<file path="src/rtl/ppf_pkg.sv">
// Constants, register map and types of the process image formatter
//
// Contract
// - The single-channel variant uses at most three input and three output bytes of image.
// - Each channel has a status byte then a 16-bit input word, and a control byte then a 16-bit output word.
// - In process data mode one channel places its measured value in the input word and ignores the output word.
// - The differential variant reports signed 0.1 hPa counts, +-100 hPa as FC18/03E8, wide +340 hPa as 0D48.
// - The two-channel variants use at most six input and six output bytes of image.
// - Two-channel input order is status one, word one, status two, word two; output mirrors it.
// - In process data mode two channels deliver their values in their input words and use no output word.
// - Relative variants report 1 hPa counts, 0 to 7500 as 1D4C, or +-1000 as FC18/03E8.
// - Cyclic fieldbus traffic takes precedence over configuration accesses.
// - Status bytes travel from the device in the input image, control bytes arrive in the output image.
// - Control bit 7 cleared selects process data mode and status bit 7 cleared acknowledges it.
// - Status bit 6 flags an invalid value, bit 1 over-range, bit 0 under-range.
// - Limit state fields encode 00 disabled, 01 above, 10 below, 11 equal.
package ppf_pkg;
    localparam int DATA_W = 16;
    localparam int BYTE_W = 8;
    // Variant selection
    localparam logic [1:0] VAR_DIFF = 2'h0;
    localparam logic [1:0] VAR_DIFF_WIDE = 2'h1;
    localparam logic [1:0] VAR_REL_POS = 2'h2;
    localparam logic [1:0] VAR_REL_BIP = 2'h3;
    // Scale limits
    localparam logic signed [15:0] DIFF_MIN = 16'hFC18;
    localparam logic signed [15:0] DIFF_MAX = 16'h03E8;
    localparam logic signed [15:0] WIDE_MIN = 16'hF2B8;
    localparam logic signed [15:0] WIDE_MAX = 16'h0D48;
    localparam logic signed [15:0] POS_MIN = 16'h0000;
    localparam logic signed [15:0] POS_MAX = 16'h1D4C;
    localparam logic signed [15:0] BIP_MIN = 16'hFC18;
    localparam logic signed [15:0] BIP_MAX = 16'h03E8;
    // Image sizes in bytes
    localparam int IMG_BYTES_1CH = 3;
    localparam int IMG_BYTES_2CH = 6;
    // Status and control bit positions
    localparam int SB_MODE = 7;
    localparam int SB_ERR = 6;
    localparam int SB_LIM2_LO = 4;
    localparam int SB_LIM1_LO = 2;
    localparam int SB_OVER = 1;
    localparam int SB_UNDER = 0;
    localparam int CB_MODE = 7;
    // Limit state codes
    localparam logic [1:0] LIM_OFF = 2'h0;
    localparam logic [1:0] LIM_ABOVE = 2'h1;
    localparam logic [1:0] LIM_BELOW = 2'h2;
    localparam logic [1:0] LIM_EQUAL = 2'h3;
    // APB register byte addresses
    localparam logic [7:0] REG_CTRL = 8'h00;
    localparam logic [7:0] REG_LIM1 = 8'h04;
    localparam logic [7:0] REG_LIM2 = 8'h08;
    localparam logic [7:0] REG_STAT = 8'h0C;
    localparam logic [7:0] REG_IRQ_STAT = 8'h10;
    localparam logic [7:0] REG_IRQ_MASK = 8'h14;
    localparam logic [7:0] REG_VALUE = 8'h18;
    // Control register fields
    localparam int CTRL_VAR_LO = 0;
    localparam int CTRL_LIM1_EN = 2;
    localparam int CTRL_LIM2_EN = 3;
    localparam int CTRL_TWO_CH = 4;
    localparam logic [31:0] CTRL_RST = 32'h0000_0000;
    // Interrupt event bits, two per channel
    localparam int EV_SAMPLE = 0;
    localparam int EV_RANGE = 1;
    localparam int EV_W = 4;
    localparam logic [31:0] ZERO32 = 32'h0000_0000;
    typedef enum logic [1:0] {
        ST_IDLE = 2'b00,
        ST_SETUP = 2'b01,
        ST_ACCESS = 2'b10
    } ppf_apb_state_t;
endpackage : ppf_pkg

</file>
<file path="src/rtl/ppf_chan_if.sv">
// Interface carrying one channel's settings and image bytes
`timescale 1ns/10ps
interface ppf_chan_if;
    import ppf_pkg::*;
    logic [1:0] variant;
    logic lim1_en;
    logic lim2_en;
    logic signed [15:0] lim1;
    logic signed [15:0] lim2;
    logic [7:0] ctrl_octet;
    logic sample_valid;
    logic signed [15:0] sample;
    logic sample_err;
    logic [7:0] status_octet;
    logic [15:0] input_word;
    logic new_sample;
    logic range_event;
    modport top (output variant, lim1_en, lim2_en, lim1, lim2, ctrl_octet,
        sample_valid, sample, sample_err, input status_octet, input_word,
        new_sample, range_event);
    modport chan (input variant, lim1_en, lim2_en, lim1, lim2, ctrl_octet,
        sample_valid, sample, sample_err, output status_octet, input_word,
        new_sample, range_event);
endinterface : ppf_chan_if

</file>
<file path="src/rtl/ppf_formatter.sv">
// Top of the pressure process image formatter with APB registers
//
// Decided for this implementation: the register addresses and the APB interface to the registers.
`timescale 1ns/10ps
module ppf_formatter
    import ppf_pkg::*;
#(
    parameter int NUM_CH = 2
) (
    input wire logic CLK,
    input wire logic RST_N,
    // APB slave
    input wire logic PSEL,
    input wire logic PENABLE,
    input wire logic PWRITE,
    input wire logic [7:0] PADDR,
    input wire logic [31:0] PWDATA,
    output logic [31:0] PRDATA,
    output logic PREADY,
    output logic PSLVERR,
    // Fieldbus cyclic exchange
    input wire logic BUS_CYCLE_ACTIVE,
    input wire logic [47:0] OUTPUT_IMAGE,
    output logic [47:0] INPUT_IMAGE,
    output logic [2:0] IMAGE_BYTES,
    // Conversion results
    input wire logic [1:0] SAMPLE_VALID,
    input wire logic [31:0] SAMPLE_DATA,
    input wire logic [1:0] SAMPLE_ERR,
    output logic IRQ
);
    // ----------------------------------------------------------------
    // Register state
    // ----------------------------------------------------------------
    logic [31:0] ctrl_q, ctrl_d;
    logic [31:0] lim1_q, lim1_d;
    logic [31:0] lim2_q, lim2_d;
    logic [EV_W-1:0] irq_stat_q, irq_stat_d;
    logic [EV_W-1:0] irq_mask_q, irq_mask_d;
    logic [31:0] rdata_q, rdata_d;
    logic err_q, err_d;
    ppf_apb_state_t st_q, st_d;
    logic [EV_W-1:0] events;
    logic access;
    logic two_ch;
    logic [7:0] st_oct [2];
    logic [15:0] in_word [2];
    logic [1:0] new_s, rng_s;

    assign two_ch = (NUM_CH > 1) && ctrl_q[CTRL_TWO_CH];

    // ----------------------------------------------------------------
    // Channels
    // ----------------------------------------------------------------
    for (genvar i = 0; i < 2; i++) begin : g_ch
        ppf_chan_if cif ();
        assign cif.variant = ctrl_q[CTRL_VAR_LO +: 2];
        assign cif.lim1_en = ctrl_q[CTRL_LIM1_EN];
        assign cif.lim2_en = ctrl_q[CTRL_LIM2_EN];
        assign cif.lim1 = lim1_q[i*DATA_W +: DATA_W];
        assign cif.lim2 = lim2_q[i*DATA_W +: DATA_W];
        // Control byte of channel i sits at output image byte 3*i; its word is ignored
        assign cif.ctrl_octet = OUTPUT_IMAGE[i*IMG_BYTES_1CH*BYTE_W +: BYTE_W];
        assign cif.sample_valid = SAMPLE_VALID[i] & ((i == 0) | two_ch);
        assign cif.sample = SAMPLE_DATA[i*DATA_W +: DATA_W];
        assign cif.sample_err = SAMPLE_ERR[i];
        assign st_oct[i] = cif.status_octet;
        assign in_word[i] = cif.input_word;
        assign new_s[i] = cif.new_sample;
        assign rng_s[i] = cif.range_event;
        ppf_channel u_ch (
            .clk(CLK),
            .rst_n(RST_N),
            .ch(cif.chan)
        );
    end

    // ----------------------------------------------------------------
    // Image assembly
    // ----------------------------------------------------------------
    always_comb begin
        // Byte order: status, word low, word high per channel
        INPUT_IMAGE = {24'h000000, in_word[0][15:8], in_word[0][7:0], st_oct[0]};
        IMAGE_BYTES = 3'(IMG_BYTES_1CH);
        if (two_ch) begin
            INPUT_IMAGE = {in_word[1], st_oct[1], in_word[0], st_oct[0]};
            IMAGE_BYTES = 3'(IMG_BYTES_2CH);
        end
    end

    // ----------------------------------------------------------------
    // APB slave
    // ----------------------------------------------------------------
    assign access = PSEL & PENABLE & (st_q == ST_ACCESS);
    assign events = {rng_s[1], new_s[1], rng_s[0], new_s[0]};

    always_comb begin
        st_d = st_q;
        case (st_q)
            ST_IDLE: begin
                if (PSEL && !PENABLE) begin
                    st_d = ST_SETUP;
                end
            end
            ST_SETUP: begin
                st_d = ST_ACCESS;
            end
            ST_ACCESS: begin
                // Bus cycle traffic holds the configuration access off
                if (!BUS_CYCLE_ACTIVE) begin
                    st_d = ST_IDLE;
                end
            end
            default: begin
                st_d = ST_IDLE;
            end
        endcase
    end

    assign PREADY = (st_q == ST_ACCESS) & ~BUS_CYCLE_ACTIVE;
    assign PRDATA = rdata_q;
    assign PSLVERR = err_q & PREADY;

    always_comb begin
        ctrl_d = ctrl_q;
        lim1_d = lim1_q;
        lim2_d = lim2_q;
        irq_mask_d = irq_mask_q;
        irq_stat_d = irq_stat_q;
        rdata_d = rdata_q;
        err_d = 1'b0;
        if (st_q == ST_SETUP || (st_q == ST_ACCESS && BUS_CYCLE_ACTIVE)) begin
            rdata_d = ZERO32;
            err_d = 1'b0;
            case (PADDR)
                REG_CTRL: rdata_d = ctrl_q;
                REG_LIM1: rdata_d = lim1_q;
                REG_LIM2: rdata_d = lim2_q;
                REG_STAT: rdata_d = {16'h0000, st_oct[1], st_oct[0]};
                REG_IRQ_STAT: rdata_d = {28'h0000000, irq_stat_q};
                REG_IRQ_MASK: rdata_d = {28'h0000000, irq_mask_q};
                REG_VALUE: rdata_d = {in_word[1], in_word[0]};
                default: err_d = 1'b1;
            endcase
        end else begin
            err_d = err_q & (st_q == ST_ACCESS) & ~PREADY;
        end
        if (access && PREADY && PWRITE) begin
            case (PADDR)
                REG_CTRL: ctrl_d = PWDATA;
                REG_LIM1: lim1_d = PWDATA;
                REG_LIM2: lim2_d = PWDATA;
                REG_IRQ_MASK: irq_mask_d = PWDATA[EV_W-1:0];
                default: ctrl_d = ctrl_q;
            endcase
        end
        // Read clears status; a new event in the same cycle wins
        if (access && PREADY && !PWRITE && PADDR == REG_IRQ_STAT) begin
            irq_stat_d = '0;
        end
        irq_stat_d = irq_stat_d | events;
    end

    always_ff @(posedge CLK) begin
        if (!RST_N) begin
            st_q <= ST_IDLE;
            ctrl_q <= CTRL_RST;
            lim1_q <= ZERO32;
            lim2_q <= ZERO32;
            irq_stat_q <= '0;
            irq_mask_q <= '0;
            rdata_q <= ZERO32;
            err_q <= 1'b0;
        end else begin
            st_q <= st_d;
            ctrl_q <= ctrl_d;
            lim1_q <= lim1_d;
            lim2_q <= lim2_d;
            irq_stat_q <= irq_stat_d;
            irq_mask_q <= irq_mask_d;
            rdata_q <= rdata_d;
            err_q <= err_d;
        end
    end

    assign IRQ = |(irq_stat_q & irq_mask_q);
endmodule : ppf_formatter

</file>
<file path="src/rtl/ppf_channel.sv">
// One channel: status byte and pressure input word formation
`timescale 1ns/10ps
module ppf_channel
    import ppf_pkg::*;
(
    input wire logic clk,
    input wire logic rst_n,
    ppf_chan_if.chan ch
);
    logic [7:0] status_q, status_d;
    logic [15:0] word_q, word_d;
    logic new_q, new_d;
    logic range_q, range_d;
    logic signed [15:0] lo_lim, hi_lim;
    logic over, under;

    function automatic logic [1:0] lim_state(input logic en, input logic signed [15:0] v,
                                             input logic signed [15:0] t);
        if (!en) begin
            lim_state = LIM_OFF;
        end else if (v > t) begin
            lim_state = LIM_ABOVE;
        end else if (v < t) begin
            lim_state = LIM_BELOW;
        end else begin
            lim_state = LIM_EQUAL;
        end
    endfunction : lim_state

    always_comb begin
        case (ch.variant)
            VAR_DIFF: begin
                lo_lim = DIFF_MIN;
                hi_lim = DIFF_MAX;
            end
            VAR_DIFF_WIDE: begin
                lo_lim = WIDE_MIN;
                hi_lim = WIDE_MAX;
            end
            VAR_REL_POS: begin
                lo_lim = POS_MIN;
                hi_lim = POS_MAX;
            end
            default: begin
                lo_lim = BIP_MIN;
                hi_lim = BIP_MAX;
            end
        endcase
        over = ch.sample > hi_lim;
        under = ch.sample < lo_lim;
    end

    always_comb begin
        status_d = status_q;
        word_d = word_q;
        new_d = 1'b0;
        range_d = 1'b0;
        if (ch.ctrl_octet[CB_MODE]) begin
            status_d[SB_MODE] = 1'b1;
        end else begin
            status_d[SB_MODE] = 1'b0;
        end
        if (ch.sample_valid && !ch.ctrl_octet[CB_MODE]) begin
            word_d = ch.sample;
            status_d = 8'h00;
            status_d[SB_ERR] = ch.sample_err;
            status_d[SB_LIM2_LO +: 2] = lim_state(ch.lim2_en, ch.sample, ch.lim2);
            status_d[SB_LIM1_LO +: 2] = lim_state(ch.lim1_en, ch.sample, ch.lim1);
            status_d[SB_OVER] = over;
            status_d[SB_UNDER] = under;
            new_d = 1'b1;
            range_d = over | under | ch.sample_err;
        end
    end

    always_ff @(posedge clk) begin
        if (!rst_n) begin
            status_q <= 8'h00;
            word_q <= 16'h0000;
            new_q <= 1'b0;
            range_q <= 1'b0;
        end else begin
            status_q <= status_d;
            word_q <= word_d;
            new_q <= new_d;
            range_q <= range_d;
        end
    end

    assign ch.status_octet = status_q;
    assign ch.input_word = word_q;
    assign ch.new_sample = new_q;
    assign ch.range_event = range_q;
endmodule : ppf_channel

</file>
<file path="config.mk">
export PLATFORM = sky130hd
export DESIGN_NAME = ppf_formatter
export DESIGN_NICKNAME = d
export VERILOG_FILES = /design/src/rtl/ppf_pkg.sv /design/src/rtl/ppf_chan_if.sv /design/src/rtl/ppf_formatter.sv /design/src/rtl/ppf_channel.sv
export SDC_FILE = /design/constraint.sdc
export NUM_CORES = 1
export LEC_CHECK = 0
export BUFFER_PORTS_ARGS = -buffer_cell sky130_fd_sc_hd__buf_2
export CAP_MARGIN = 0
export CELL_PAD_IN_SITES_DETAIL_PLACEMENT = 0
export CELL_PAD_IN_SITES_GLOBAL_PLACEMENT = 1
export CORE_MARGIN = 3
export CORE_UTILIZATION = 25
export CTS_CLUSTER_SIZE = 8
export DETAILED_ROUTE_END_ITERATION = 7
export PLACE_DENSITY = 0.56
export SYNTH_ARGS = -nofsm -noshare
export SYNTH_HDL_FRONTEND = slang
export SYNTH_HIERARCHICAL = 1
export SYNTH_SLANG_ARGS = --single-unit
</file>
<file path="constraint.sdc">
create_clock -name CLK -period 4.2 [get_ports CLK]
set_clock_uncertainty 0.05 [all_clocks]
set_input_delay 0.63 -clock CLK [delete_from_list [all_inputs] [get_ports CLK]]
set_output_delay 0.63 -clock CLK [all_outputs]
set_load 0.05 [all_outputs]
</file>
* Yosys cells after proc, flatten, opt, wreduce, memory -nomap -nowiden
Cells that the tools add are included.
Storage, ports and cells: bits in registers 191, latch bits 0, bits in writable memories 0, bits in read-only memories 0, bits of input ports 130, output and inout bits 86, word-level logic and storage cells 111, memories 0
Cells by class: add/sub/neg operators 0, multipliers 0, divide/modulo/power cells 0, order comparisons 12, equal/unequal tests 12, shift-type cells 0, mux-type cells 27, bitwise operators 16, reductions and logical operators 26
Operator list (number):
- one-hot mux 32 bit (7 select lines) | 1
- < comparator 16 bit | 6
- > comparator 16 bit | 5
- 2-to-1 mux 48 bit | 1
- one-hot mux 16 bit (2 select lines) | 1
- one-hot mux 13 bit (2 select lines) | 1
- equality test 8 x 5 -> 1 bit, second input constant | 3
- 2-to-1 mux 2 bit | 10
- equality test 8 x 4 -> 1 bit, second input constant | 2
- > comparator 16 x 14 -> 1 bit | 1
- AND reduction 2 bit | 7
- 2-to-1 mux 1 bit | 10
- equality test 8 x 3 -> 1 bit, second input constant | 1
- logical AND 1 bit | 8
- zero test 8 bit | 1
- bitwise AND 1 bit | 7
- OR reduction 7 bit | 1
- one-hot mux 2 bit (3 select lines) | 1
- bitwise AND 4 bit | 1
- equality test 2 x 1 -> 1 bit, second input constant | 2
- equality test 2 bit, second input constant | 2
- zero test 1 bit | 4
- 2-to-1 mux 4 bit | 1
- inequality test 2 bit, second input constant | 2
- 8 further kinds | 14

* Depth between registers and ports, before layout
Gate-level depths: netlist of run 1.
depth after elaboration 7, depth in mapped cells 10, gate-level depth less buffers 10

* Modules after synthesis
Netlist of run 1, hierarchy kept.
By module, submodules not included:
- ppf_formatter | instances 1, cells each 722, area an instance 6543.8 um^2, sequential area each 2782.7 um^2
- ppf_channel at g_ch[1].u_ch | instances 1, cells each 236, area an instance 2085.8 um^2, sequential area each 520.5 um^2
- ppf_channel at g_ch[0].u_ch | instances 1, cells each 236, area an instance 2072.0 um^2, sequential area each 520.5 um^2

* Worst setup path before layout of run 1
No wires, ideal clock.
path type input-to-reg, start point input port BUS_CYCLE_ACTIVE, end point register lim1_q[0], setup time 0.126 ns, data arrival time 3.008 ns, required time 4.024 ns, path slack 1.016 ns, cell stages on the path 6, path buffers 2, path through nor3b_1 > and2_1 > clkbuf_1 > nand4_1 > buf_2 > mux2i_1
On the way: cells in the longest elaborated chain, start to end 5
Ends and longest elaborated chain:
- from (decl) | RTL line ppf_formatter.sv:22 | input wire logic BUS_CYCLE_ACTIVE,
- inverter 1 bit | RTL line ppf_formatter.sv:120 | assign PREADY = (st_q == ST_ACCESS) & ~BUS_CYCLE_ACTIVE;
- bitwise AND 1 bit | RTL line ppf_formatter.sv:120
- logical AND 1 bit (2 in a row) | RTL line ppf_formatter.sv:148 | if (access && PREADY && PWRITE) begin
- AND reduction 2 bit (no source line)
- to (signal assigned) | RTL line ppf_formatter.sv:177 | lim1_q <= lim1_d;
- to (decl) | RTL line ppf_formatter.sv:36 | logic [31:0] lim1_q, lim1_d;
No other way between the ends. A chain may end at the register's enable or synchronous reset.

* Worst setup path after layout of run 1
start point register ctrl_q[0], end point register g_ch[0].u_ch.range_q
On the way: cells in the longest elaborated chain, start to end 5, elaborated cells on any way between the ends 8, those cells by class 2 x order compare; 2 x eq/ne; 2 x mux; 2 x bitwise
Ends and longest elaborated chain:
- from (decl) | RTL line ppf_formatter.sv:35 | logic [31:0] ctrl_q, ctrl_d;
- from (signal assigned) | RTL line ppf_formatter.sv:176 | ctrl_q <= ctrl_d;
- equality test 2 bit / equality test 2 x 1 -> 1 bit (equally long branches) | RTL line ppf_channel.sv:31 | case (ch.variant)
- one-hot mux 13 bit (2 select lines) / one-hot mux 16 bit (2 select lines) (equally long branches) | RTL line ppf_channel.sv:31
- > comparator 16 bit / < comparator 16 bit (equally long branches) | RTL line ppf_channel.sv:49, ppf_channel.sv:50
- OR 1 bit * (2 in a row) | RTL line ppf_channel.sv:72 | range_d = over | under | ch.sample_err;
- to (signal assigned) | RTL line ppf_channel.sv:86 | range_q <= range_d;
- to (decl) | RTL line ppf_channel.sv:13 | logic range_q, range_d;
Every way passes the cells marked *; elsewhere a longest branch is shown, timed or not.

==> results of run 1 <==
layer usage:
metal,share of wire (%),track usage (%),vias to the layer above
met4,1.7,4.84,4
met2,45,28.6,219
met5,0.051,0,-
met3,4.9,3.67,39
met1,49,25.5,4626
li1,-,-,4647
sequential cells by signal (all words and copies together) (netlist names):
name / cells
err_q: 1
PRDATA: 32
g_ch.u_ch/ch.range_event: 2
st_q: 2
g_ch.u_ch/ch.status_octet: 16
ctrl_q: 32
lim2_q: 32
g_ch.u_ch/ch.new_sample: 2
lim1_q: 32
g_ch.u_ch/ch.input_word: 32
irq_stat_q: 4
irq_mask_q: 4
through the flow:
stage,std cells,worst slack (ns)
global route,1885,0.989
finish,1887,1.14
floorplan,1194,1.02
global placement,1853,1.17
detailed placement,1853,1.14
CTS,1885,1.11
final cells by class:
cell class	instances	area, um^2	share of cell area (%)
sequential	191	3820	30.1
multi-input combinational	842	6240	49.2
timing repair buffer	197	1060	8.36
inverter	84	315	2.49
tap	539	674	5.32
clock buffer	21	460	3.63
antenna	2	5.00	0.0395
clock inverter	11	108	0.848
power breakdown:
| group | leakage [nW] | switching, mW | internal, mW |
|---|---|---|---|
| clock | 0.274 | 0.780 | 0.855 |
| sequential | 1.54 | 0.0152 | 1.82 |
| combinational | 3.75 | 0.282 | 0.131 |
layout by cell type, fill, tap and decap left out, types with 10 or more instances in the layout:
master and n:
dfxtp_1 191, buf_2 167, nand2_1 119, mux2i_1 109, ha_1 96, inv_1 83
a21oi_1 65, a22o_1 62, o21ai_0 54, nand3_1 52, and2_1 35, buf_4 30
a22oi_1 27, nand4_1 19, clkbuf_16 17, nor2_1 16, o22ai_1 13, nor2b_1 12
a2bb2oi_1 12, a21o_1 11, and3_1 10
how the worst max path moves through the flow:
stage	end	startpoint	slack (ns)
6_report	g_ch[0].u_ch/ch.range_event	ctrl_q[0]	1.14
5_1_grt	g_ch[1].u_ch/ch.range_event	ctrl_q[1]	0.99
4_1_cts	g_ch[0].u_ch/ch.range_event	ctrl_q[0]	1.11
3_5_place_dp	g_ch[0].u_ch/ch.range_event	ctrl_q[0]	1.14
3_3_place_gp	g_ch[0].u_ch/ch.range_event	ctrl_q[0]	1.17
2_1_floorplan	lim1_q[0]	BUS_CYCLE_ACTIVE	1.02
cells by family (layout without fill, tap and decap cells):
| group | Yosys count | count (layout) |
|---|---|---|
| AOI/OAI and AO/OA | 310 | 310 |
| muxes | 119 | 119 |
| DFF | 191 | 191 |
| adders and majority gates | 96 | 96 |
| and+or+nand+nor | 316 | 316 |
| other | 1 | 3 |
| buffers and inverters | 161 | 313 |
==> flow_summary.toml, run 1 <==
[clocking]
cts-buffers-inserted = 17
htreeDepth = 4
ctsLongestPathBuffers = 2
cts-resized-gates = 0
cts_root_buf = "clkbuf_16"
cts.reportedPaths.clkPinSlew_ns = 0.08
postCtsHoldBufs = 0
postCtsSetupRepairBufs = 0
cts.sinks = 191
clock_latency_ns = 0.46
cts_tree = "built"

[synthesis]
synth-seq-cells = 191
syn_area_per_cell_um2 = 8.96
synth_ff_type = "dfxtp_1"
synthTopCellsByArea = "dfxtp_1 36%, ha_1 11%, mux2i_1 10%"
synthArstFlopShare_pct = 0
synthAdderAreaFrac_pct = 11.2
synthSimpleGateAreaFrac_pct = 15.3
yosys.area.top_type = "dfxtp_1"
netlist_area_mm2 = 0.0107
synth_cell_types = 71
synth_top_family_by_area = "compound AO/OA/AOI/OAI gates"
synth_fp_nets = 1420
synth_compound_area_share_pct = 20.4
synth_common_cells = "191 x dfxtp_1, 119 x nand2_1, 109 x mux2i_1"
synth_mux_area_share_pct = 11.3
ys_seq_area_share_pct = 35.7
syn_inst = 1194
yosys_warnings = 6
synth_top_area_share_pct = 35.7
synth_xor_area_share_pct = 0
yosysMostFrequentCell = "dfxtp_1"
synth-edff-count = 0

[timing]
grt_setup_unrepaired = "no"
relSlewSlack_pct = 36.2
slew_viol_final = 0
period_needed_ns = 3.06
max_freq_mhz = 327
hold_ws_ns = 0.294
period_share_pct = 72.9
fin_tns_setup_ns = 0
timing.final.hold_violations = 0
finalSetupViolCount = 0
worst_slew_pin_slew_ns = 0.957

[detailed_routing]
dr.first_iter.drc_count = 697
wirelength_um = 41400
route.antenna.remaining_nets = 0
wl_per_cell_um = 21.9
viasPerCell = 5.05
drc = 0
vias = 9535
first_pass_iters = 5

[setup_path]
critPathMaxStageDelay_ns = 0.47
worst_path_max_delay_cell = "dfxtp_1"
reg2reg_to = "g_ch[0].u_ch/ch.range_event"
crit_fanout = 5
path_class = "register to register"
cp.depth = 11
path_cells = "buf_4 -> inv_1 -> ha_1 -> inv_1 -> ha_1 -> nor2_2 -> nand4_1 -> or4_1 -> o311ai_1 -> a21oi_1 -> a211o_1"
crit_required_ns = 4.48
cp-start-kind = "register"
reg2reg_from = "ctrl_q[0]"
rrSetupSlack_ns = 1.14
reg2reg_depth = 11
crit_family = "adder cells"
end_kind = "register"
worstPathBufferInverterCount = 3
worst_ep_arrival_time_ns = 3.34

[placed_design]
hpwl_um = 31300
port_buffers = 168
post_dp_cell_area_mm2 = 0.0121
gp_congestion = 0.828

[power]
p_leak_nw = 5.57
ir_worst_vdd_mv = 0.256
p_per_area_mw_per_mm2 = 306
finalPower_mw = 3.89

[grt]
grt-ovfl-total = 0
grt_pass1_wl_um = 61000
antenna_found_initial = 3
grt.total_usage_pct = 18.2
grt_max_degree = 47
grt_pass1_vias = 9304

[layout]
nFillCells = 4449
layout-drive-gt1-share_pct = 18.5
utilization_pct = 30.1
fin_area_mm2 = 0.0127
finish.net_count = 1559
synthToLayoutAreaGrowth_pct = 18.5

[floorplan]
initial_core_util_pct = 25.4
die-area_mm2 = 0.0453
die_w_um = 213
die_h_um = 213
core_mm2 = 0.0421
rows = 75
io_pins = 216

[flow_run]
drv_cap = 0

[worst_hold_path]
min_delay_worst_endpoint = "st_q[0]"
worst_hold_path.num_cells = 2
hp-start = "PENABLE"
worstHoldPathType = "input port to register"

[run_status]
status = "finished clean"
Power figures use the tool's default switching activity.
==> run 2: changes to the inputs <==
--- a/config.mk
+++ b/config.mk
@@ -13,7 +13,7 @@
 export CORE_UTILIZATION = 25
 export CTS_CLUSTER_SIZE = 8
 export DETAILED_ROUTE_END_ITERATION = 7
-export PLACE_DENSITY = 0.56
+export PLACE_DENSITY = 0.58
 export SYNTH_ARGS = -nofsm -noshare
 export SYNTH_HDL_FRONTEND = slang
 export SYNTH_HIERARCHICAL = 1
==> constraint.sdc (replaced) <==
create_clock -name CLK -period 2.8 [get_ports CLK]
set_clock_uncertainty 0.05 [all_clocks]
set_input_delay 0.42 -clock CLK [delete_from_list [all_inputs] [get_ports CLK]]
set_output_delay 0.42 -clock CLK [all_outputs]
set_load 0.05 [all_outputs]
==> run 2 against run 1 <==
Global-route usage rose by 0.088 points. Combinational power grew 55%. Largest cell class unchanged. Critical endpoint is now g_ch[1].u_ch/ch.range_event. Setup slack lost 0.93 ns. Cell area up 2.4%. Sequential cell count is the same. Register-to-register slack got worse by 0.93 ns. Final cell count grew 1.3%. Sequential share of layout area is 0.70 points lower. Critical path type unchanged.
==> flow_summary.toml, run 2 (synthesis gave the netlist of run 1 again) <==
[placed_design]
hpwl_um = 31700
port_buffers = 168
gp_congestion = 0.815

[floorplan]
core_mm2 = 0.0421
die-area_mm2 = 0.0453
io_pins = 216
die_h_um = 213
die_w_um = 213
rows = 75
initial_core_util_pct = 25.4

[timing]
finalSetupViolCount = 0
timing.final.hold_violations = 0
fin_tns_setup_ns = 0
worst_slew_pin_slew_ns = 0.837
hold_ws_ns = 0.0776
period_needed_ns = 2.59
max_freq_mhz = 386
slew_viol_final = 0
period_share_pct = 92.6
grt_setup_unrepaired = "no"
relSlewSlack_pct = 44.1

[clocking]
ctsLongestPathBuffers = 2
htreeDepth = 4
postCtsHoldBufs = 0
clock_latency_ns = 0.46
cts-buffers-inserted = 17
cts.reportedPaths.clkPinSlew_ns = 0.08
cts_root_buf = "clkbuf_16"
cts_tree = "built"
cts.sinks = 191

[setup_path]
cp-start-kind = "register"
worstPathBufferInverterCount = 3
path_class = "register to register"
worst_ep_arrival_time_ns = 2.89
crit_fanout = 6
worst_path_max_delay_cell = "dfxtp_1"
end_kind = "register"
crit_family = "compound AO/OA/AOI/OAI gates"
crit_required_ns = 3.10
path_cells = "buf_4 -> inv_1 -> ha_1 -> inv_1 -> ha_1 -> or3_1 -> a21oi_1 -> a2111oi_1 -> nor3_2 -> mux2i_1 -> a211o_1"
critPathMaxStageDelay_ns = 0.49

[layout]
finish.net_count = 1585
nFillCells = 4427
multi_input_area_mm2 = 0.00625
layout_common_cells = "190 x dfxtp_1, 167 x buf_2, 119 x nand2_1"
register_area_mm2 = 0.00382
synthToLayoutAreaGrowth_pct = 21.4
layout-drive-gt1-share_pct = 20.3
final_common_cell = "dfxtp_1"

[detailed_routing]
first_pass_iters = 6
dr.first_iter.drc_count = 541
wl_per_cell_um = 21.9
wirelength_um = 41800
viasPerCell = 5.06
drc = 0
vias = 9669
route.antenna.remaining_nets = 0

[grt]
grt.total_usage_pct = 18.3
grt_max_degree = 57
grt-ovfl-total = 0
grt_pass1_vias = 9541
grt_pass1_wl_um = 61500
antenna_found_initial = 3

[power]
p_per_area_mw_per_mm2 = 469
p_leak_nw = 5.74
ir_worst_vdd_mv = 0.320

[worst_hold_path]
worstHoldPathType = "input port to register"

[flow_run]
drv_cap = 0

[run_status]
status = "finished clean"
## run 2: cell types whose count changed in the layout (fill, tap and decap cells not counted), moves of 2 or more
cell / change
buf_4: +23
bufinv_16: +3
clkbuf_8: -2
buf_12: +3
inv_8: +3
clkinv_4: -2
## run 2: path summary, 6_finish.rpt
check                                                    to  cells past startpoint  slack [ns]        from
worst max-delay path            g_ch[1].u_ch/ch.range_event                     11        0.21   ctrl_q[1]
worst min-delay path                                st_q[0]                      2        0.08     PENABLE
worst max register to register  g_ch[1].u_ch/ch.range_event                     11        0.21   ctrl_q[1]
worst min register to register                   ctrl_q[16]                      2        0.41  ctrl_q[16]
## run 2: report_power, final
part / internal, mW / switching (mW) / leakage, nW
combinational: 0.211 / 0.429 / 3.89
sequential: 2.73 / 0.0234 / 1.54
clock: 1.52 / 1.17 / 0.307
total: 4.46 / 1.63 / 5.74
## run 2: stage by stage
stage          power, mW  setup WS (ns)  instances  cell area [um^2]  utilization [%]
2_1_floorplan       3.16          0.278       1194             10700                -
3_3_place_gp        3.45          0.137       1879             12300             29.3
3_5_place_dp        3.46          0.111       1879             12300             29.3
4_1_cts             6.16         0.0827       1910             13000             30.8
5_1_grt             6.30         0.0550       1910             13000             30.8
6_report            6.09          0.206       1911             13000             30.8
## run 2: final cells by class
cell class | count | area share [%]
Antenna cell | 1 | 0.0193
Clock buffer | 18 | 3.30
Clock inverter | 13 | 1.55
Inverter | 84 | 2.43
Multi-Input combinational cell | 842 | 48.1
Sequential cell | 191 | 29.4
Tap cell | 539 | 5.19
Timing Repair Buffer | 223 | 9.96
## run 2: repair_timing
| action | 4_1_cts | 5_1_grt |
|---|---|---|
| endpoints found under the setup margin | 0 | 3 |
| gates resized for setup | 0 | 2 |
| buffers inserted | 0 | 0 |
## run 2: metal layers
layer / track usage, % / vias to the layer above / share of wire (%)
met5: 0 / - / 0.081
met4: 4.36 / 6 / 1.4
met3: 2.98 / 42 / 4.6
met2: 29.8 / 247 / 46
met1: 25.4 / 4689 / 48
li1: - / 4685 / -
